$ cat src/design/reset_seq_consts.svh
`ifndef RESET_SEQ_CONSTS_SVH
`define RESET_SEQ_CONSTS_SVH

// clock rate and timing figures
`define CLK_PERIOD_NS      40
`define CLKGEN_SETTLE_NS   200
`define CLKGEN_SETTLE_CYC  ((`CLKGEN_SETTLE_NS + `CLK_PERIOD_NS - 1) / `CLK_PERIOD_NS)
`define CPU_SWRST_CYC      4
`define CNT_W              4
`define CNT_ONE            4'h1

// pin group widths and peripheral reset count
`define HIGH_PINS          11
`define LOW_PINS           5
`define Z_PINS             49
`define CKO_PINS           2
`define S01_PINS           3
`define S10_PINS           2
`define SX1_PINS           3
`define SX0_PINS           21
`define PERIPH_RSTS        8

`endif

$ cat src/design/reset_seq_pkg.sv
package reset_seq_pkg;

  // boot sequencer, gray coded along hold -> clkgen -> boot -> run
  typedef enum logic [1:0] {
    SEQ_HOLD   = 2'h0,
    SEQ_CLKGEN = 2'h1,
    SEQ_BOOT   = 2'h3,
    SEQ_RUN    = 2'h2
  } seq_state_t;

  // source of the system clock
  typedef enum logic [1:0] {
    SRC_CLKGEN    = 2'h0,
    SRC_INPUT_REF = 2'h1,
    SRC_CALENDAR  = 2'h2
  } clk_src_t;

endpackage : reset_seq_pkg

$ cat src/design/reset_and_pin_reset_state.sv
`timescale 1ns/1ns
`include "reset_seq_consts.svh"

// Overview of operation
// - held reset pin resets internal state except calendar and clock source flops
// - cpu instruction and peripheral software resets
// - calendar power-on reset sets calendar flops
// - power-lost flag reset only by calendar reset
// - after reset, enable clock generator, then boot
// - outside reset z group pins follow bus select
// - high group driven high during reset
// - low group driven low during reset
// - z group released during reset
// - clock-out group carries clock during reset
// - sync group goes zero to one
// - sdram selects go one to zero
// - bank, flag settle high; address low
// - deep idle bypasses the clock generator
module reset_and_pin_reset_state
  import reset_seq_pkg::*;
(
  // clock, enable and resets
  input  wire logic                    clock,
  input  wire logic                    clockEn,
  input  wire logic                    rst_b,
  input  wire logic                    resetPin_b,
  input  wire logic                    rtcPor_b,
  // software resets
  input  wire logic                    cpuResetInstr,
  input  wire logic [`PERIPH_RSTS-1:0] periphResetCtrl,
  // calendar flag and clock control
  input  wire logic                    rtcFlagClear,
  input  wire logic                    deepIdleMode,
  input  wire logic                    clockSourceSelect,
  // peripheral drive for the pin groups
  input  wire logic [`Z_PINS-1:0]      externalBusSelectReg,
  input  wire logic [`HIGH_PINS-1:0]   highFunc,
  input  wire logic [`LOW_PINS-1:0]    lowFunc,
  input  wire logic [`Z_PINS-1:0]      zFuncA,
  input  wire logic [`Z_PINS-1:0]      zFuncAOe,
  input  wire logic [`Z_PINS-1:0]      zFuncB,
  input  wire logic [`Z_PINS-1:0]      zFuncBOe,
  input  wire logic                    clockOutSrc,
  input  wire logic [`CKO_PINS-1:0]    clockOutFunc,
  input  wire logic [`S01_PINS-1:0]    s01Func,
  input  wire logic [`S10_PINS-1:0]    s10Func,
  input  wire logic [`SX1_PINS-1:0]    sx1Func,
  input  wire logic [`SX0_PINS-1:0]    sx0Func,
  // reset and sequencing outputs
  output logic                         hwReset_ff,
  output logic                         cpuReset_ff,
  output logic [`PERIPH_RSTS-1:0]      periphReset_ff,
  output logic                         rtcRegsReset_ff,
  output logic                         rtcPowerLostFlag_ff,
  output logic                         clockGenEnable_ff,
  output logic                         bootStart_ff,
  output logic                         clockGenBypass_ff,
  output clk_src_t                     systemClockSrc_ff,
  // pin group outputs
  output logic [`HIGH_PINS-1:0]        highPins_ff,
  output logic [`LOW_PINS-1:0]         lowPins_ff,
  output logic [`Z_PINS-1:0]           zPins_ff,
  output logic [`Z_PINS-1:0]           zPinsOe_ff,
  output logic [`CKO_PINS-1:0]         clockOutPins_ff,
  output logic [`S01_PINS-1:0]         s01Pins_ff,
  output logic [`S10_PINS-1:0]         s10Pins_ff,
  output logic [`SX1_PINS-1:0]         sx1Pins_ff,
  output logic [`SX0_PINS-1:0]         sx0Pins_ff
);

  logic                    pinSync1_ff;
  logic                    pinSync2_ff;
  logic                    hwResetActive;
  seq_state_t              state_ff;
  seq_state_t              nxtState;
  logic [`CNT_W-1:0]       settleCnt_ff;
  logic [`CNT_W-1:0]       nxtSettleCnt;
  logic [`CNT_W-1:0]       swCnt_ff;
  logic [`CNT_W-1:0]       nxtSwCnt;
  logic                    nxtHwReset;
  logic                    nxtCpuReset;
  logic [`PERIPH_RSTS-1:0] nxtPeriphReset;
  logic                    nxtClockGenEnable;
  logic                    nxtBootStart;
  logic                    nxtBypass;
  clk_src_t                nxtSrc;
  logic                    nxtRtcFlag;
  logic [`Z_PINS-1:0]      zMux;
  logic [`Z_PINS-1:0]      zMuxOe;
  logic [`HIGH_PINS-1:0]   nxtHigh;
  logic [`LOW_PINS-1:0]    nxtLow;
  logic [`Z_PINS-1:0]      nxtZ;
  logic [`Z_PINS-1:0]      nxtZOe;
  logic [`CKO_PINS-1:0]    nxtCko;
  logic [`S01_PINS-1:0]    nxtS01;
  logic [`S10_PINS-1:0]    nxtS10;
  logic [`SX1_PINS-1:0]    nxtSx1;
  logic [`SX0_PINS-1:0]    nxtSx0;

  // two-flop synchroniser on the reset pin; pulses under one clock may be missed
  always_ff @(posedge clock or negedge rst_b) begin
    if (!rst_b) begin
      pinSync1_ff <= 1'b0;
      pinSync2_ff <= 1'b0;
    end else if (clockEn) begin
      pinSync1_ff <= resetPin_b;
      pinSync2_ff <= pinSync1_ff;
    end
  end

  assign hwResetActive = !pinSync2_ff;

  // boot sequencer and reset fan-out, next values
  always_comb begin
    nxtState     = state_ff;
    nxtSettleCnt = settleCnt_ff;
    if (hwResetActive) begin
      nxtState     = SEQ_HOLD;
      nxtSettleCnt = '0;
    end else begin
      unique case (state_ff)
        SEQ_HOLD: begin
          nxtState = SEQ_CLKGEN;
        end
        SEQ_CLKGEN: begin
          if (settleCnt_ff == `CNT_W'(`CLKGEN_SETTLE_CYC - 1)) begin
            nxtState = SEQ_BOOT;
          end else begin
            nxtSettleCnt = settleCnt_ff + `CNT_ONE;
          end
        end
        SEQ_BOOT: begin
          nxtState = SEQ_RUN;
        end
        SEQ_RUN: begin
          nxtState = SEQ_RUN;
        end
      endcase
    end
    // software cpu reset stretches to a fixed width
    nxtSwCnt = '0;
    if (!hwResetActive) begin
      if (cpuResetInstr) begin
        nxtSwCnt = `CNT_W'(`CPU_SWRST_CYC);
      end else if (swCnt_ff != '0) begin
        nxtSwCnt = swCnt_ff - `CNT_ONE;
      end
    end
    nxtHwReset        = hwResetActive;
    nxtCpuReset       = hwResetActive || (nxtSwCnt != '0);
    nxtPeriphReset    = {`PERIPH_RSTS{hwResetActive}} | periphResetCtrl;
    nxtClockGenEnable = (nxtState != SEQ_HOLD);
    nxtBootStart      = (nxtState == SEQ_BOOT) && (state_ff != SEQ_BOOT);
  end

  // system clock source: generator bypassed only in deep idle
  always_comb begin
    nxtBypass = deepIdleMode;
    if (!deepIdleMode) begin
      nxtSrc = SRC_CLKGEN;
    end else if (clockSourceSelect) begin
      nxtSrc = SRC_INPUT_REF;
    end else begin
      nxtSrc = SRC_CALENDAR;
    end
  end

  // sequencer registers
  always_ff @(posedge clock or negedge rst_b) begin
    if (!rst_b) begin
      state_ff          <= SEQ_HOLD;
      settleCnt_ff      <= '0;
      swCnt_ff          <= '0;
      hwReset_ff        <= 1'b1;
      cpuReset_ff       <= 1'b1;
      periphReset_ff    <= '1;
      clockGenEnable_ff <= 1'b0;
      bootStart_ff      <= 1'b0;
      clockGenBypass_ff <= 1'b0;
      systemClockSrc_ff <= SRC_CLKGEN;
    end else if (clockEn) begin
      state_ff          <= nxtState;
      settleCnt_ff      <= nxtSettleCnt;
      swCnt_ff          <= nxtSwCnt;
      hwReset_ff        <= nxtHwReset;
      cpuReset_ff       <= nxtCpuReset;
      periphReset_ff    <= nxtPeriphReset;
      clockGenEnable_ff <= nxtClockGenEnable;
      bootStart_ff      <= nxtBootStart;
      clockGenBypass_ff <= nxtBypass;
      systemClockSrc_ff <= nxtSrc;
    end
  end

  // calendar domain: only its own power-on reset touches it, so the flag
  // survives pin resets and tells software the time must be reloaded
  always_comb begin
    nxtRtcFlag = rtcFlagClear ? 1'b0 : rtcPowerLostFlag_ff;
  end

  always_ff @(posedge clock or negedge rtcPor_b) begin
    if (!rtcPor_b) begin
      rtcRegsReset_ff     <= 1'b1;
      rtcPowerLostFlag_ff <= 1'b1;
    end else if (clockEn) begin
      rtcRegsReset_ff     <= 1'b0;
      rtcPowerLostFlag_ff <= nxtRtcFlag;
    end
  end

  // per-pin peripheral select for the shared pins
  genvar gi;
  generate
    for (gi = 0; gi < `Z_PINS; gi++) begin : gZMux
      assign zMux[gi]   = externalBusSelectReg[gi] ? zFuncB[gi] : zFuncA[gi];
      assign zMuxOe[gi] = externalBusSelectReg[gi] ? zFuncBOe[gi] : zFuncAOe[gi];
    end
  endgenerate

  // pin groups: fixed levels in reset (clock-out carries clockOutSrc), peripheral drive outside it
  always_comb begin
    nxtHigh = hwResetActive ? '1 : highFunc;
    nxtLow  = hwResetActive ? '0 : lowFunc;
    nxtZ    = hwResetActive ? '0 : zMux;
    nxtZOe  = hwResetActive ? '0 : zMuxOe;
    nxtCko  = hwResetActive ? {`CKO_PINS{clockOutSrc}} : clockOutFunc;
    nxtS01  = hwResetActive ? '0 : s01Func;
    nxtS10  = hwResetActive ? '1 : s10Func;
    nxtSx1  = hwResetActive ? '1 : sx1Func;
    nxtSx0  = hwResetActive ? '0 : sx0Func;
  end

  // pin registers; x-groups come up at a plain zero, then settle in reset
  always_ff @(posedge clock or negedge rst_b) begin
    if (!rst_b) begin
      highPins_ff     <= '1;
      lowPins_ff      <= '0;
      zPins_ff        <= '0;
      zPinsOe_ff      <= '0;
      clockOutPins_ff <= '0;
      s01Pins_ff      <= '0;
      s10Pins_ff      <= '1;
      sx1Pins_ff      <= '0;
      sx0Pins_ff      <= '0;
    end else if (clockEn) begin
      highPins_ff     <= nxtHigh;
      lowPins_ff      <= nxtLow;
      zPins_ff        <= nxtZ;
      zPinsOe_ff      <= nxtZOe;
      clockOutPins_ff <= nxtCko;
      s01Pins_ff      <= nxtS01;
      s10Pins_ff      <= nxtS10;
      sx1Pins_ff      <= nxtSx1;
      sx0Pins_ff      <= nxtSx0;
    end
  end

  // checks on reset fan-out, boot sequencing, calendar flags, deep idle clock source and pin levels
  AST_HW_RESET: assert property (@(posedge clock) disable iff (!rst_b)
    clockEn && hwResetActive |=> cpuReset_ff && hwReset_ff && !clockGenEnable_ff
                                 && (periphReset_ff == '1))
    else $error("hardware reset did not reach internal state");

  AST_SW_CPU_RESET: assert property (@(posedge clock) disable iff (!rst_b)
    clockEn && cpuResetInstr && !hwResetActive |=> cpuReset_ff [*4])
    else $error("cpu software reset shorter than expected");

  AST_PERIPH_RESET: assert property (@(posedge clock) disable iff (!rst_b)
    clockEn && !hwResetActive |=> periphReset_ff == $past(periphResetCtrl))
    else $error("peripheral reset does not follow software control");

  AST_RTC_POR: assert property (@(posedge clock) disable iff (!rtcPor_b)
    rtcRegsReset_ff && clockEn |=> !rtcRegsReset_ff)
    else $error("calendar reset stretched beyond power-on");

  AST_RTC_FLAG_KEEP: assert property (@(posedge clock) disable iff (!rtcPor_b)
    rtcPowerLostFlag_ff && !rtcFlagClear |=> rtcPowerLostFlag_ff)
    else $error("power-lost flag cleared without software or por");

  AST_CLKGEN_START: assert property (@(posedge clock) disable iff (!rst_b)
    clockEn && $fell(hwResetActive) |=> clockGenEnable_ff && !bootStart_ff)
    else $error("clock generator not enabled on reset release");

  AST_BOOT_AFTER_CLKGEN: assert property (@(posedge clock) disable iff (!rst_b)
    $rose(bootStart_ff) |-> $past(clockGenEnable_ff, 5) ##1 !bootStart_ff || !$past(clockEn))
    else $error("boot started before clock generator settled");

  AST_MUX_FOLLOW: assert property (@(posedge clock) disable iff (!rst_b)
    clockEn && !hwResetActive |=> zPins_ff == $past(zMux) && zPinsOe_ff == $past(zMuxOe))
    else $error("shared pins not driven by selected peripheral");

  AST_HIGH_LOW: assert property (@(posedge clock) disable iff (!rst_b)
    clockEn && hwResetActive |=> highPins_ff == '1 && lowPins_ff == '0)
    else $error("high or low group wrong during reset");

  AST_Z_RELEASED: assert property (@(posedge clock) disable iff (!rst_b)
    clockEn && hwResetActive |=> zPinsOe_ff == '0)
    else $error("z group driven during reset");

  AST_CLOCK_OUT: assert property (@(posedge clock) disable iff (!rst_b)
    clockEn && hwResetActive |=> clockOutPins_ff == {`CKO_PINS{$past(clockOutSrc)}})
    else $error("clock-out group not carrying clock in reset");

  AST_SYNC_EDGES: assert property (@(posedge clock) disable iff (!rst_b)
    clockEn && hwResetActive ##1 clockEn && !hwResetActive
    |-> s01Pins_ff == '0 && s10Pins_ff == '1 ##1 s01Pins_ff == $past(s01Func))
    else $error("sync group did not switch on reset release");

  AST_SETTLE: assert property (@(posedge clock) disable iff (!rst_b)
    clockEn && hwResetActive |=> sx1Pins_ff == '1 && sx0Pins_ff == '0 && s10Pins_ff == '1)
    else $error("settling groups wrong during reset");

  AST_DEEP_IDLE: assert property (@(posedge clock) disable iff (!rst_b)
    clockEn && deepIdleMode |=> clockGenBypass_ff && systemClockSrc_ff ==
      ($past(clockSourceSelect) ? SRC_INPUT_REF : SRC_CALENDAR))
    else $error("deep idle clock source wrong");

  AST_PIN_SYNC: assert property (@(posedge clock) disable iff (!rst_b)
    clockEn && !resetPin_b ##1 clockEn |=> hwResetActive)
    else $error("reset pin not seen after two clocks");

  // main scenarios
  COV_BOOT: cover property (@(posedge clock) disable iff (!rst_b) $rose(bootStart_ff));
  COV_SW_RESET: cover property (@(posedge clock) disable iff (!rst_b)
    cpuResetInstr && state_ff == SEQ_RUN);
  COV_IDLE_CAL: cover property (@(posedge clock) disable iff (!rst_b)
    systemClockSrc_ff == SRC_CALENDAR);
  COV_FLAG_CLEAR: cover property (@(posedge clock) disable iff (!rtcPor_b)
    $fell(rtcPowerLostFlag_ff));

endmodule : reset_and_pin_reset_state

$ cat config.mk
export PLATFORM = sky130hd
export DESIGN_NAME = reset_and_pin_reset_state
export DESIGN_NICKNAME = d
export VERILOG_FILES = /design/src/design/reset_seq_pkg.sv /design/src/design/reset_and_pin_reset_state.sv
export VERILOG_INCLUDE_DIRS = /design/src /design/src/design
export SDC_FILE = /design/constraint.sdc
export NUM_CORES = 1
export LEC_CHECK = 0
export BUFFER_PORTS_ARGS = -buffer_cell sky130_fd_sc_hd__clkbuf_2
export CAP_MARGIN = 30
export CORE_AREA = 5 5 182 184
export CTS_CLUSTER_DIAMETER = 150
export DETAILED_ROUTE_END_ITERATION = 10
export DIE_AREA = 0 0 187 189
export PLACE_DENSITY = 0.59
export SLEW_MARGIN = 30
export SYNTH_ARGS = -nofsm -noshare
export SYNTH_HDL_FRONTEND = slang
export SYNTH_SLANG_ARGS = --single-unit
$ cat constraint.sdc
create_clock -name clock -period 3.9 [get_ports clock]
set_input_delay 0.195 -clock clock [delete_from_list [all_inputs] [get_ports clock]]
set_output_delay 0.195 -clock clock [all_outputs]
set_load 0.05 [all_outputs]
# Yosys cells after proc, flatten, opt, wreduce, memory -nomap -nowiden

Cells that the tools add are included.

Register bits after elaboration: 174
Bits of input ports: 310
Output and inout port bits: 162
Word-level logic and storage cells: 162

$add $sub $neg: 2
Equality and inequality tests: 8
Mux-type cells: 118
Bitwise logic cells: 1
Reduce and logical (&&, ||, !) cells: 10

Operators with widths:

| kind                | number |
|---|---|
| $mux 1              | 98 |
| $mux 49             | 2 |
| $mux 4              | 6 |
| $mux 21             | 1 |
| $mux 2              | 6 |
| $mux 11             | 1 |
| $or 8x8->8          | 1 |
| $reduce_bool 4->1   | 2 |
| $eq 2x2->1 const B  | 3 |
| $mux 3              | 2 |
| $pmux 2 s3          | 1 |
| $mux 5              | 1 |
| $add 4x1->4 const B | 1 |
| $eq 4x3->1 const B  | 1 |
| $ne 2x2->1 const B  | 2 |
| $sub 4x1->4 const B | 1 |
| $reduce_and 3->1    | 1 |
| $eq 2x1->1 const B  | 1 |
| $logic_not 2->1     | 1 |
| $ne 2x1->1 const B  | 1 |
| $reduce_and 2->1    | 1 |
| $reduce_bool 2->1   | 1 |
| $reduce_or 2->1     | 1 |
| $logic_and 1x1->1   | 1 |
| 2 further kinds     | 2 |

# Depth between registers and ports, before layout

Gate-level depths: netlist of the first run.

Depth in word-level cells: 6
Mapped depth: 5
Depth with buffers taken out: 5

# Worst setup path before layout of the first run

No wires, ideal clock.

Kind: register to register
Start point: reg settleCnt_ff[0]
End point: reg settleCnt_ff[0]
Library setup time: 0.080 ns
Arrival: 1.414 ns
Required time: 3.820 ns
Slack: 2.405 ns
Cell stages (with the launch flop): 6
Buffers on the path: 0
Clock period less this slack: 1.495 ns
Cell sequence: dfrtp_1 -> inv_1 -> ha_1 -> and3b_1 -> or4_4 -> o211ai_2

Longest elaborated chain between the ends: 4
Elaborated cells on any way between the ends: 7
Those cells by class: 1 x add/sub; 2 x eq/ne; 3 x mux; 1 x reduce/logical

RTL lines:

| element                | line                             | RTL |
|---|---|---|
| start, declared        | reset_and_pin_reset_state.sv:76  | `` logic [`CNT_W-1:0] settleCnt_ff; `` |
| start signal, assigned | reset_and_pin_reset_state.sv:183 | `settleCnt_ff <= nxtSettleCnt;` |
| $add 4x1->4 (no line)  | -                                |  |
| $mux 4                 | reset_and_pin_reset_state.sv:126 | `` if (settleCnt_ff == `CNT_W'(`CLKGEN_SETTLE_CYC - 1)) begin `` |
| $mux 4                 | reset_and_pin_reset_state.sv:121 | `unique case (state_ff)` |
| $mux 4                 | reset_and_pin_reset_state.sv:117 | `if (hwResetActive) begin` |

Several ways; a longest one is shown, not always the timed one. The select of a mux whose other input is x is not followed.
A chain may end at the register's enable or synchronous reset.

# Final worst setup path of the first run

Start point: reg pinSync2_ff
End point: reg swCnt_ff[0]

Longest elaborated chain between the ends: 1

RTL lines:

| element                | line                             | RTL |
|---|---|---|
| start, declared        | reset_and_pin_reset_state.sv:72  | `logic pinSync2_ff;` |
| start signal, assigned | reset_and_pin_reset_state.sv:107 | `pinSync2_ff <= pinSync1_ff;` |
| $mux 4                 | reset_and_pin_reset_state.sv:142 | `if (!hwResetActive) begin` |
| end signal, assigned   | reset_and_pin_reset_state.sv:184 | `swCnt_ff <= nxtSwCnt;` |
| end, declared          | reset_and_pin_reset_state.sv:78  | `` logic [`CNT_W-1:0] swCnt_ff; `` |

No other way between the ends.

==> impl_results.md, run 1 <==
- Average wire per standard cell: ~18 µm
- Post-Syn Nets: between 900 and 1000
- First-pass GRT wire length: 43.3 mm
- Number of DRC markers in iteration 0: 370
- Vias per inst: approximately 4.5
- Final wirelength: 28.2 mm
- Area leader, netlist: dfrtp_1
- Dpl cell area: ~0.010 mm²
- CTS sink cnt: 174
- Max Cap Violations: 0
- Cells after Synth: between 600 and 700
- Die area: 0.0353 mm²
- Post-Place Setup Slack: about 1.7 ns
- Ratio of cells with drive above 1 in the final layout: between 40% and 50%
- Clock Pin Slew Worst Setup and Hold Paths: 0.07 ns
- Synth cell types: 39
- Yosys warns: 0
- Htree depth: 4
- Initial antenna violation count: 1
- DR pass1 iterations: 4
- Worst-Margin Slew: 0.837 ns
- Min Hold Slack: between 0.02 and 0.03 ns
- Flops & latches, synth: 174
- Final worst-path cycle share: 58.9%
- Synth Area in Compound Gates: 18.8%
- Multi-input gate area: 0.00284 mm²
- Post-layout worst setup margin: about 1.6 ns
- Synth Flop Type: dfrtp_1
- Mapped cell area: 0.00766 mm²
- Run status: completed
- Total GRT Usage: between 10% and 20%
- Global routing usage on met2: a little over a quarter
- Port bufs: 471
- Synth area leaders: dfrtp_1, mux2i_1, o2bb2ai_1, dfstp_2, o21ai_0
- ANT nets after route: 0
- CP arrival: roughly 2.7 ns
- Grt total ovfl: 0
- Ys async rst share: 100%
- Initial Utilization: 24.5%
- Placer Congestion: about 0.86
- Inst Count DP: approximately 1500
- Root Buffer: clkbuf_16
- Chip height: around 190 µm
- Worst hold path class: in -> reg
- Startpoint Class: register
- CTS buffer count: 17
- Required @ worst endpoint: 4.26 ns
- Synth top area share: about 49%
- Synth Area in Adders: less than 1%
- CP Class: reg -> reg
- Crit path capture type: register
- IO Pins: 472
- Vias in the first global route: around 7600
- CTS tree: built
- Most Used Layer, Global Route: met2
- Largest family of logic cells by synthesized area: compound AO/OA/AOI/OAI gates
- Largest fanout on the critical path: between 60 and 70
- Final Cell Area: between 0.01 and 0.015 mm²
- Total number of vias: around 7000
- Mux contribution to synthesized area: 13.4%
- Final setup viols: 0
- Clock Path Buffers: 2
- Number of synthesized flops with an enable pin: 0
- Area delta synth->final: 50.9%
- Final Hold Viols: 0
- Finished Core Util: between 30% and 40%
- Layout Nets: between 1000 and 1500
- Fmax: between 400 and 500 MHz
- Slew Viols, Final: 0
- Latest clock arrival within the worst-skew pair: roughly 0.44 ns
- Pin count of the biggest net entering global routing: 101
- Met3 Usage GRT: between 4 and 5%
- Syn avg cell area: 11.8 µm²
- IR drop worst, VDD: about 0.24 mV
- FF/Latch Area: roughly 0.0044 mm²
- Clk_skew: about 0.0057 ns
- Slew HR: between 40% and 50%
- Post-DP HPWL: between 20 and 25 mm
- Layout fillers: ~3100
- GR Util met1: 18.5%
- # Post-CTS Setup Buffers: 0
- Setup_tns: 0 ns
- P_leak: between 6 and 7 nW
- Tot Pwr: about 5.4 mW
- Pwr Density: between 400 and 500 mW/mm²
- DRC: 0
- XOR/XNOR Fraction of Synth Area: 0%
- Row cnt: 65
- RSZ-0062 raised after global routing: no
- Die width: between 150 and 200 µm
- Post-Synth Simple-Gate Area: approximately 4.3%
- Final min period: around 2.3 ns
- Seq/Total Area, Yosys: a little under three fifths
- Core Region: 0.0312 mm²
- Non-Filler Instances: between 1500 and 2000
cell usage in the layout (no fill, tap or decap), drive strengths merged, types with 2 or more instances in the layout:
| master | instances |
|---|---|
| clkbuf | 489 |
| dlygate4sd3 | 55 |
| inv | 68 |
| nor2b | 5 |
| nand2b | 3 |
| nor2 | 4 |
| a21oi | 6 |
| o21ai | 83 |
| and3 | 2 |
| mux2i | 99 |
| dfrtp | 149 |
| dfstp | 25 |
| nand3b | 3 |
| buf | 8 |
| nand2 | 4 |
| a31oi | 3 |
| ha | 3 |
| mux2 | 3 |
| o211ai | 4 |
| clkinv | 6 |
| bufinv | 2 |
| o2bb2ai | 100 |
| nand3 | 33 |
registers in the layout (all words and copies together) (netlist names), 3 cells and up:
register and count:
zPinsOe_ff 49, zPins_ff 49, sx0Pins_ff 21, highPins_ff 11, periphReset_ff 8, lowPins_ff 5
settleCnt_ff 4, swCnt_ff 4, s01Pins_ff 3, sx1Pins_ff 3
cell families after synthesis:
logic type,count (synthesis)
AO/OA/AOI/OAI,204
flip-flops,174
buffers and inverters,109
multiplexers,102
AND/OR/NAND/NOR,60
adder cells (fa/ha/maj),3
final timing paths:
check                                       start           endpoint  slack (ns)  cells past startpoint
worst min-delay path                   s10Func[0]      s10Pins_ff[0]        0.03                      3
worst max-delay path                  pinSync2_ff        swCnt_ff[0]        1.60                      3
min in group asynchronous                rtcPor_b    rtcRegsReset_ff        0.23                      2
max in group asynchronous                   rst_b       zPins_ff[26]        2.63                      3
worst max register to register        pinSync2_ff        swCnt_ff[0]        1.60                      3
worst min register to register  periphReset_ff[3]  periphReset_ff[3]        0.47                      2
per-layer routing:
metal	part of all wire [%]	up-vias	wire [µm]
met2	51	289	14300
met5	0	-	0
met1	40	3366	11300
li1	-	3378	-
met4	2.1	0	598
met3	6.9	31	1950
worst max-delay path, stage by stage (launching register included):
cell     delay (ns)
dfrtp_1        0.78
nand2_4        0.60
or4b_1         0.66
o21ai_1        0.08
what timing repair did:
action	4_1_cts	5_1_grt
hold endpoints to repair	116	0
resized for setup	0	0
hold buffers	55	0
cell usage after synthesis (2+ instances only):
master	number
dfrtp_1	149
o2bb2ai_1	100
mux2i_1	99
o21ai_0	73
inv_1	64
nand3_1	33
buf_2	26
dfstp_2	25
clkbuf_1	16
o21ai_1	10
a21oi_1	6
nor2b_1	5
nand2_1	4
nor2_1	4
a31oi_1	3
ha_1	3
nand2b_1	3
nand3b_1	3
o211ai_1	3
and3_1	2
buf_1	2
mux2_1	2
power by group:
group / switching [mW] / internal, mW
Clock: 0.758 / 1.00
Sequential: 0.119 / 2.01
Combinational: 1.06 / 0.426
final cells by class:
class / instances / share of cell area [%]
sequential: 174 / 37.9
timing repair buffer: 532 / 25.8
multi-input combinational: 369 / 24.6
tap: 402 / 4.35
clock buffer: 20 / 4.04
inverter: 65 / 2.12
clock inverter: 12 / 1.14
antenna: 1 / 0.0216
Power figures use the tool's default switching activity.
==> run 2, diff against run 1 <==
ABC_AREA = 1   (was default)
CORE_AREA = 5 5 180 182   (was 5 5 182 184)
DIE_AREA = 0 0 185 187   (was 0 0 187 189)
PLACE_DENSITY = 0.62   (was 0.59)
clock period = 2 ns   (was 3.9 ns; I/O delays follow)
==> run 2 against run 1 <==
Routed wire length increased by 22%. First-iteration DRC count increased by 5.1%. Largest cell class is now buffers. Final area up 24%. Worst hold slack better by 0.0014 ns. Power up 110%. Sequential share of layout area down 7.4 points. Non-clock buffer count rose by 268. Clock skew up 0.0048 ns. Core utilization increased by 10 points. Die area fell by 2.1%.
==> impl_results.md, run 2 <==
- Run status: completed (unchanged)
- Total number of vias: 9136 (was 7064)
- Cells after Synth: 802 (was 652)
- Crit-path slowest cell: dlygate4sd3_1 (was dfrtp_1)
- Synth area leaders: dfrtp_1, o21ai_2, dfstp_2, nand2_1, o21ai_0 (was dfrtp_1, mux2i_1, o2bb2ai_1, dfstp_2, o21ai_0)
- ANT nets after route: 0 (unchanged)
- Buffers and inverters on the worst path: 3 (was 0)
- DRC: 0 (unchanged)
- P_leak: 7.32 nW (was 6.08 nW)
- Multi-input gate area: 0.00287 mm² (was 0.00284 mm²)
- Placer Congestion: 0.867 (was 0.859)
- Ratio of cells with drive above 1 in the final layout: 39.3% (was 46.1%)
- Die width: 185 µm (was 187 µm)
- Post-Syn Nets: 1115 (was 965)
- Die area: 0.0346 mm² (was 0.0353 mm²)
- Synth Flop Type: dfrtp_1 (unchanged)
- Total GRT Usage: 18.3% (was 15.7%)
- Pin count of the biggest net entering global routing: 81 (was 101)
- Row cnt: 64 (was 65)
- Delay-heaviest family, CP: buffers and inverters (was simple AND/OR/NAND/NOR gates)
- Initial antenna violation count: 0 (was 1)
- CTS tree: built (unchanged)
- RSZ-0062 raised after global routing: no (unchanged)
- CP Class: reg -> reg (unchanged)
- CTS sink cnt: 174 (unchanged)
- Final worst-path cycle share: 92.3% (was 58.9%)
- Startpoint Class: register (unchanged)
- Most frequent cells in the layout: clkbuf_2, dlygate4sd3_1, dfrtp_1 (was clkbuf_2, dfrtp_1, o2bb2ai_1)
- Post-DP HPWL: 22.2 mm (was 21.2 mm)
- Core Region: 0.0304 mm² (was 0.0312 mm²)
- Crit path capture type: register (unchanged)
- Layout Nets: 1897 (was 1472)
- Area leader, netlist: dfrtp_1 (unchanged)
- Worst-Margin Slew: 0.411 ns (was 0.837 ns)
- Seq/Total Area, Yosys: 56.2% (was 57.2%)
- Port bufs: 471 (unchanged)
- First-pass GRT wire length: 51.0 mm (was 43.3 mm)
- Layout fillers: 2705 (was 3114)
- Setup_tns: 0 ns (unchanged)
- Synth cell types: 28 (was 39)
- Clk_skew: 0.0105 ns (was 0.00572 ns)
- Yosys warns: 0 (unchanged)
- Fmax: 542 MHz (was 435 MHz)
- Worst hold path class: in -> reg (unchanged)
- Number of synthesized flops with an enable pin: 0 (unchanged)
- Largest registers: zPinsOe_ff x49, zPins_ff x49, sx0Pins_ff x21 (unchanged)
- Commonest non-fill, non-tap cell in the layout: clkbuf_2 (unchanged)
- Vias in the first global route: 9875 (was 7609)
- DR pass1 iterations: 5 (was 4)
- Post-synth top cells: dfrtp_1, nand2_1, nor2_1, o21ai_0, o21ai_2 (was dfrtp_1, o2bb2ai_1, mux2i_1, o21ai_0, inv_1)
- Clock Path Buffers: 2 (unchanged)
- Tot Pwr: 11.0 mW (was 5.37 mW)
- Synth top area share: 47.8% (was 48.7%)
- IR drop worst, VDD: 0.538 mV (was 0.237 mV)
- Chip height: 187 µm (was 189 µm)
- Required @ worst endpoint: 2.35 ns (was 4.26 ns)
- Root Buffer: clkbuf_16 (unchanged)
- Final min period: 1.85 ns (was 2.30 ns)
- Post-layout worst setup margin: 0.153 ns (was 1.60 ns)
- Final setup viols: 0 (unchanged)
- Ys async rst share: 100% (unchanged)
- Grt total ovfl: 0 (unchanged)
- Slew Viols, Final: 0 (unchanged)
- Initial Utilization: 25.6% (was 24.5%)
- Mapped cell area: 0.00780 mm² (was 0.00766 mm²)
- Crit path largest cell delay: 0.58 ns (was 0.78 ns)
- Diode count: 0 (was 1)
- Final wirelength: 34.3 mm (was 28.2 mm)
- Flops & latches, synth: 174 (unchanged)
- IO Pins: 472 (unchanged)
- Latest clock arrival within the worst-skew pair: 0.42 ns (was 0.44 ns)
- Clock Pin Slew Worst Setup and Hold Paths: 0.08 ns (was 0.07 ns)
- CTS buffer count: 17 (unchanged)
- Max Cap Violations: 0 (unchanged)
- Min Hold Slack: 0.0273 ns (was 0.0259 ns)
- Average wire per standard cell: 17.2 µm (was 17.9 µm)
- Worst-path cell chain: nand2_4 > inv_6 > buf_16 > o21ai_0 > o21ai_1 > dlygate4sd3_1 (was nand2_4 > or4b_1 > o21ai_1)
- Most numerous cell in the Yosys netlist: dfrtp_1 (unchanged)
- FF/Latch Area: 0.00439 mm² (about the same)
- Number of DRC markers in iteration 0: 389 (was 370)
- Syn avg cell area: 9.72 µm² (was 11.8 µm²)
- Slew HR: 72.6% (was 44.2%)
- Vias per inst: 4.58 (was 4.49)
- CP arrival: 2.20 ns (was 2.66 ns)
- Largest fanout on the critical path: 20 (was 68)
- Post-Place Setup Slack: 0.498 ns (was 1.67 ns)
- Area delta synth->final: 84.2% (was 50.9%)
- Pwr Density: 768 mW/mm² (was 464 mW/mm²)
- Htree depth: 4 (unchanged)
- Final Hold Viols: 0 (unchanged)
[run 2: per-layer routing]
layer	wire [µm]	up-vias	GRT usage, %
met4	1530	0	8.95
met2	17000	485	32.6
met1	13200	4312	20.2
li1	-	4251	-
met5	0	-	0
met3	2580	88	4.53
[run 2: cell families (layout without fill, tap and decap cells)]
group / after synthesis / count (layout) / synth area share (%)
adders and majority gates: 3 / 3 / 0.481
xor gates and xnor gates: 2 / 2 / 0.225
buffers and inverters: 100 / 895 / 6.93
DFF: 174 / 174 / 56.2
and+or+nand+nor: 262 / 262 / 13.1
AOI/OAI and AO/OA: 261 / 261 / 23.0
[run 2: report_power, final]
group	internal (mW)	switching, mW
Clock	1.99	1.55
Sequential	3.89	0.226
Combinational	1.24	2.15
Total	7.12	3.92
[run 2: path summary, 6_finish.rpt]
| path | endpoint | slack, ns | cells after the start | from |
|---|---|---|---|---|
| max reg2reg | zPinsOe_ff[25] | 0.15 | 6 | pinSync2_ff |
| max | zPinsOe_ff[25] | 0.15 | 6 | pinSync2_ff |
| max in group asynchronous | highPins_ff[6] | 1.14 | 3 | rst_b |
| min | zPinsOe_ff[11] | 0.03 | 3 | zFuncBOe[11] |
| min in group asynchronous | sx1Pins_ff[2] | 0.17 | 2 | rst_b |
| min reg2reg | rtcRegsReset_ff | 0.44 | 2 | rtcRegsReset_ff |
[run 2: cell type report]
type | count | share of cell area, %
repair buffers | 800 | 40.1
flip-flops and latches | 174 | 30.5
multi-input cells | 528 | 20.0
well taps | 396 | 3.45
clock buffers | 20 | 3.26
inverters | 63 | 1.70
clock inverters | 12 | 1.01
[run 2: worst min-delay path: stages]
cell and delay (ns):
clkbuf_2 0.08, o21ai_0 0.13, o21ai_0 0.09
[run 2: timing repair]
action / 4_1_cts / 5_1_grt
setup endpoints to repair: 0 / 56
setup buffers: 0 / 3
hold buffers: 312 / 0
resized for setup: 0 / 4
hold endpoints to repair: 267 / 0
[run 2: metrics by stage]
step                util [%]  std cells  instance area, µm²
floorplan                  -        802                7800
global placement        34.6       1643               10500
detailed placement      34.6       1643               10500
CTS                     46.8       1987               14300
global route            47.2       1993               14400
finish                  47.2       1993               14400
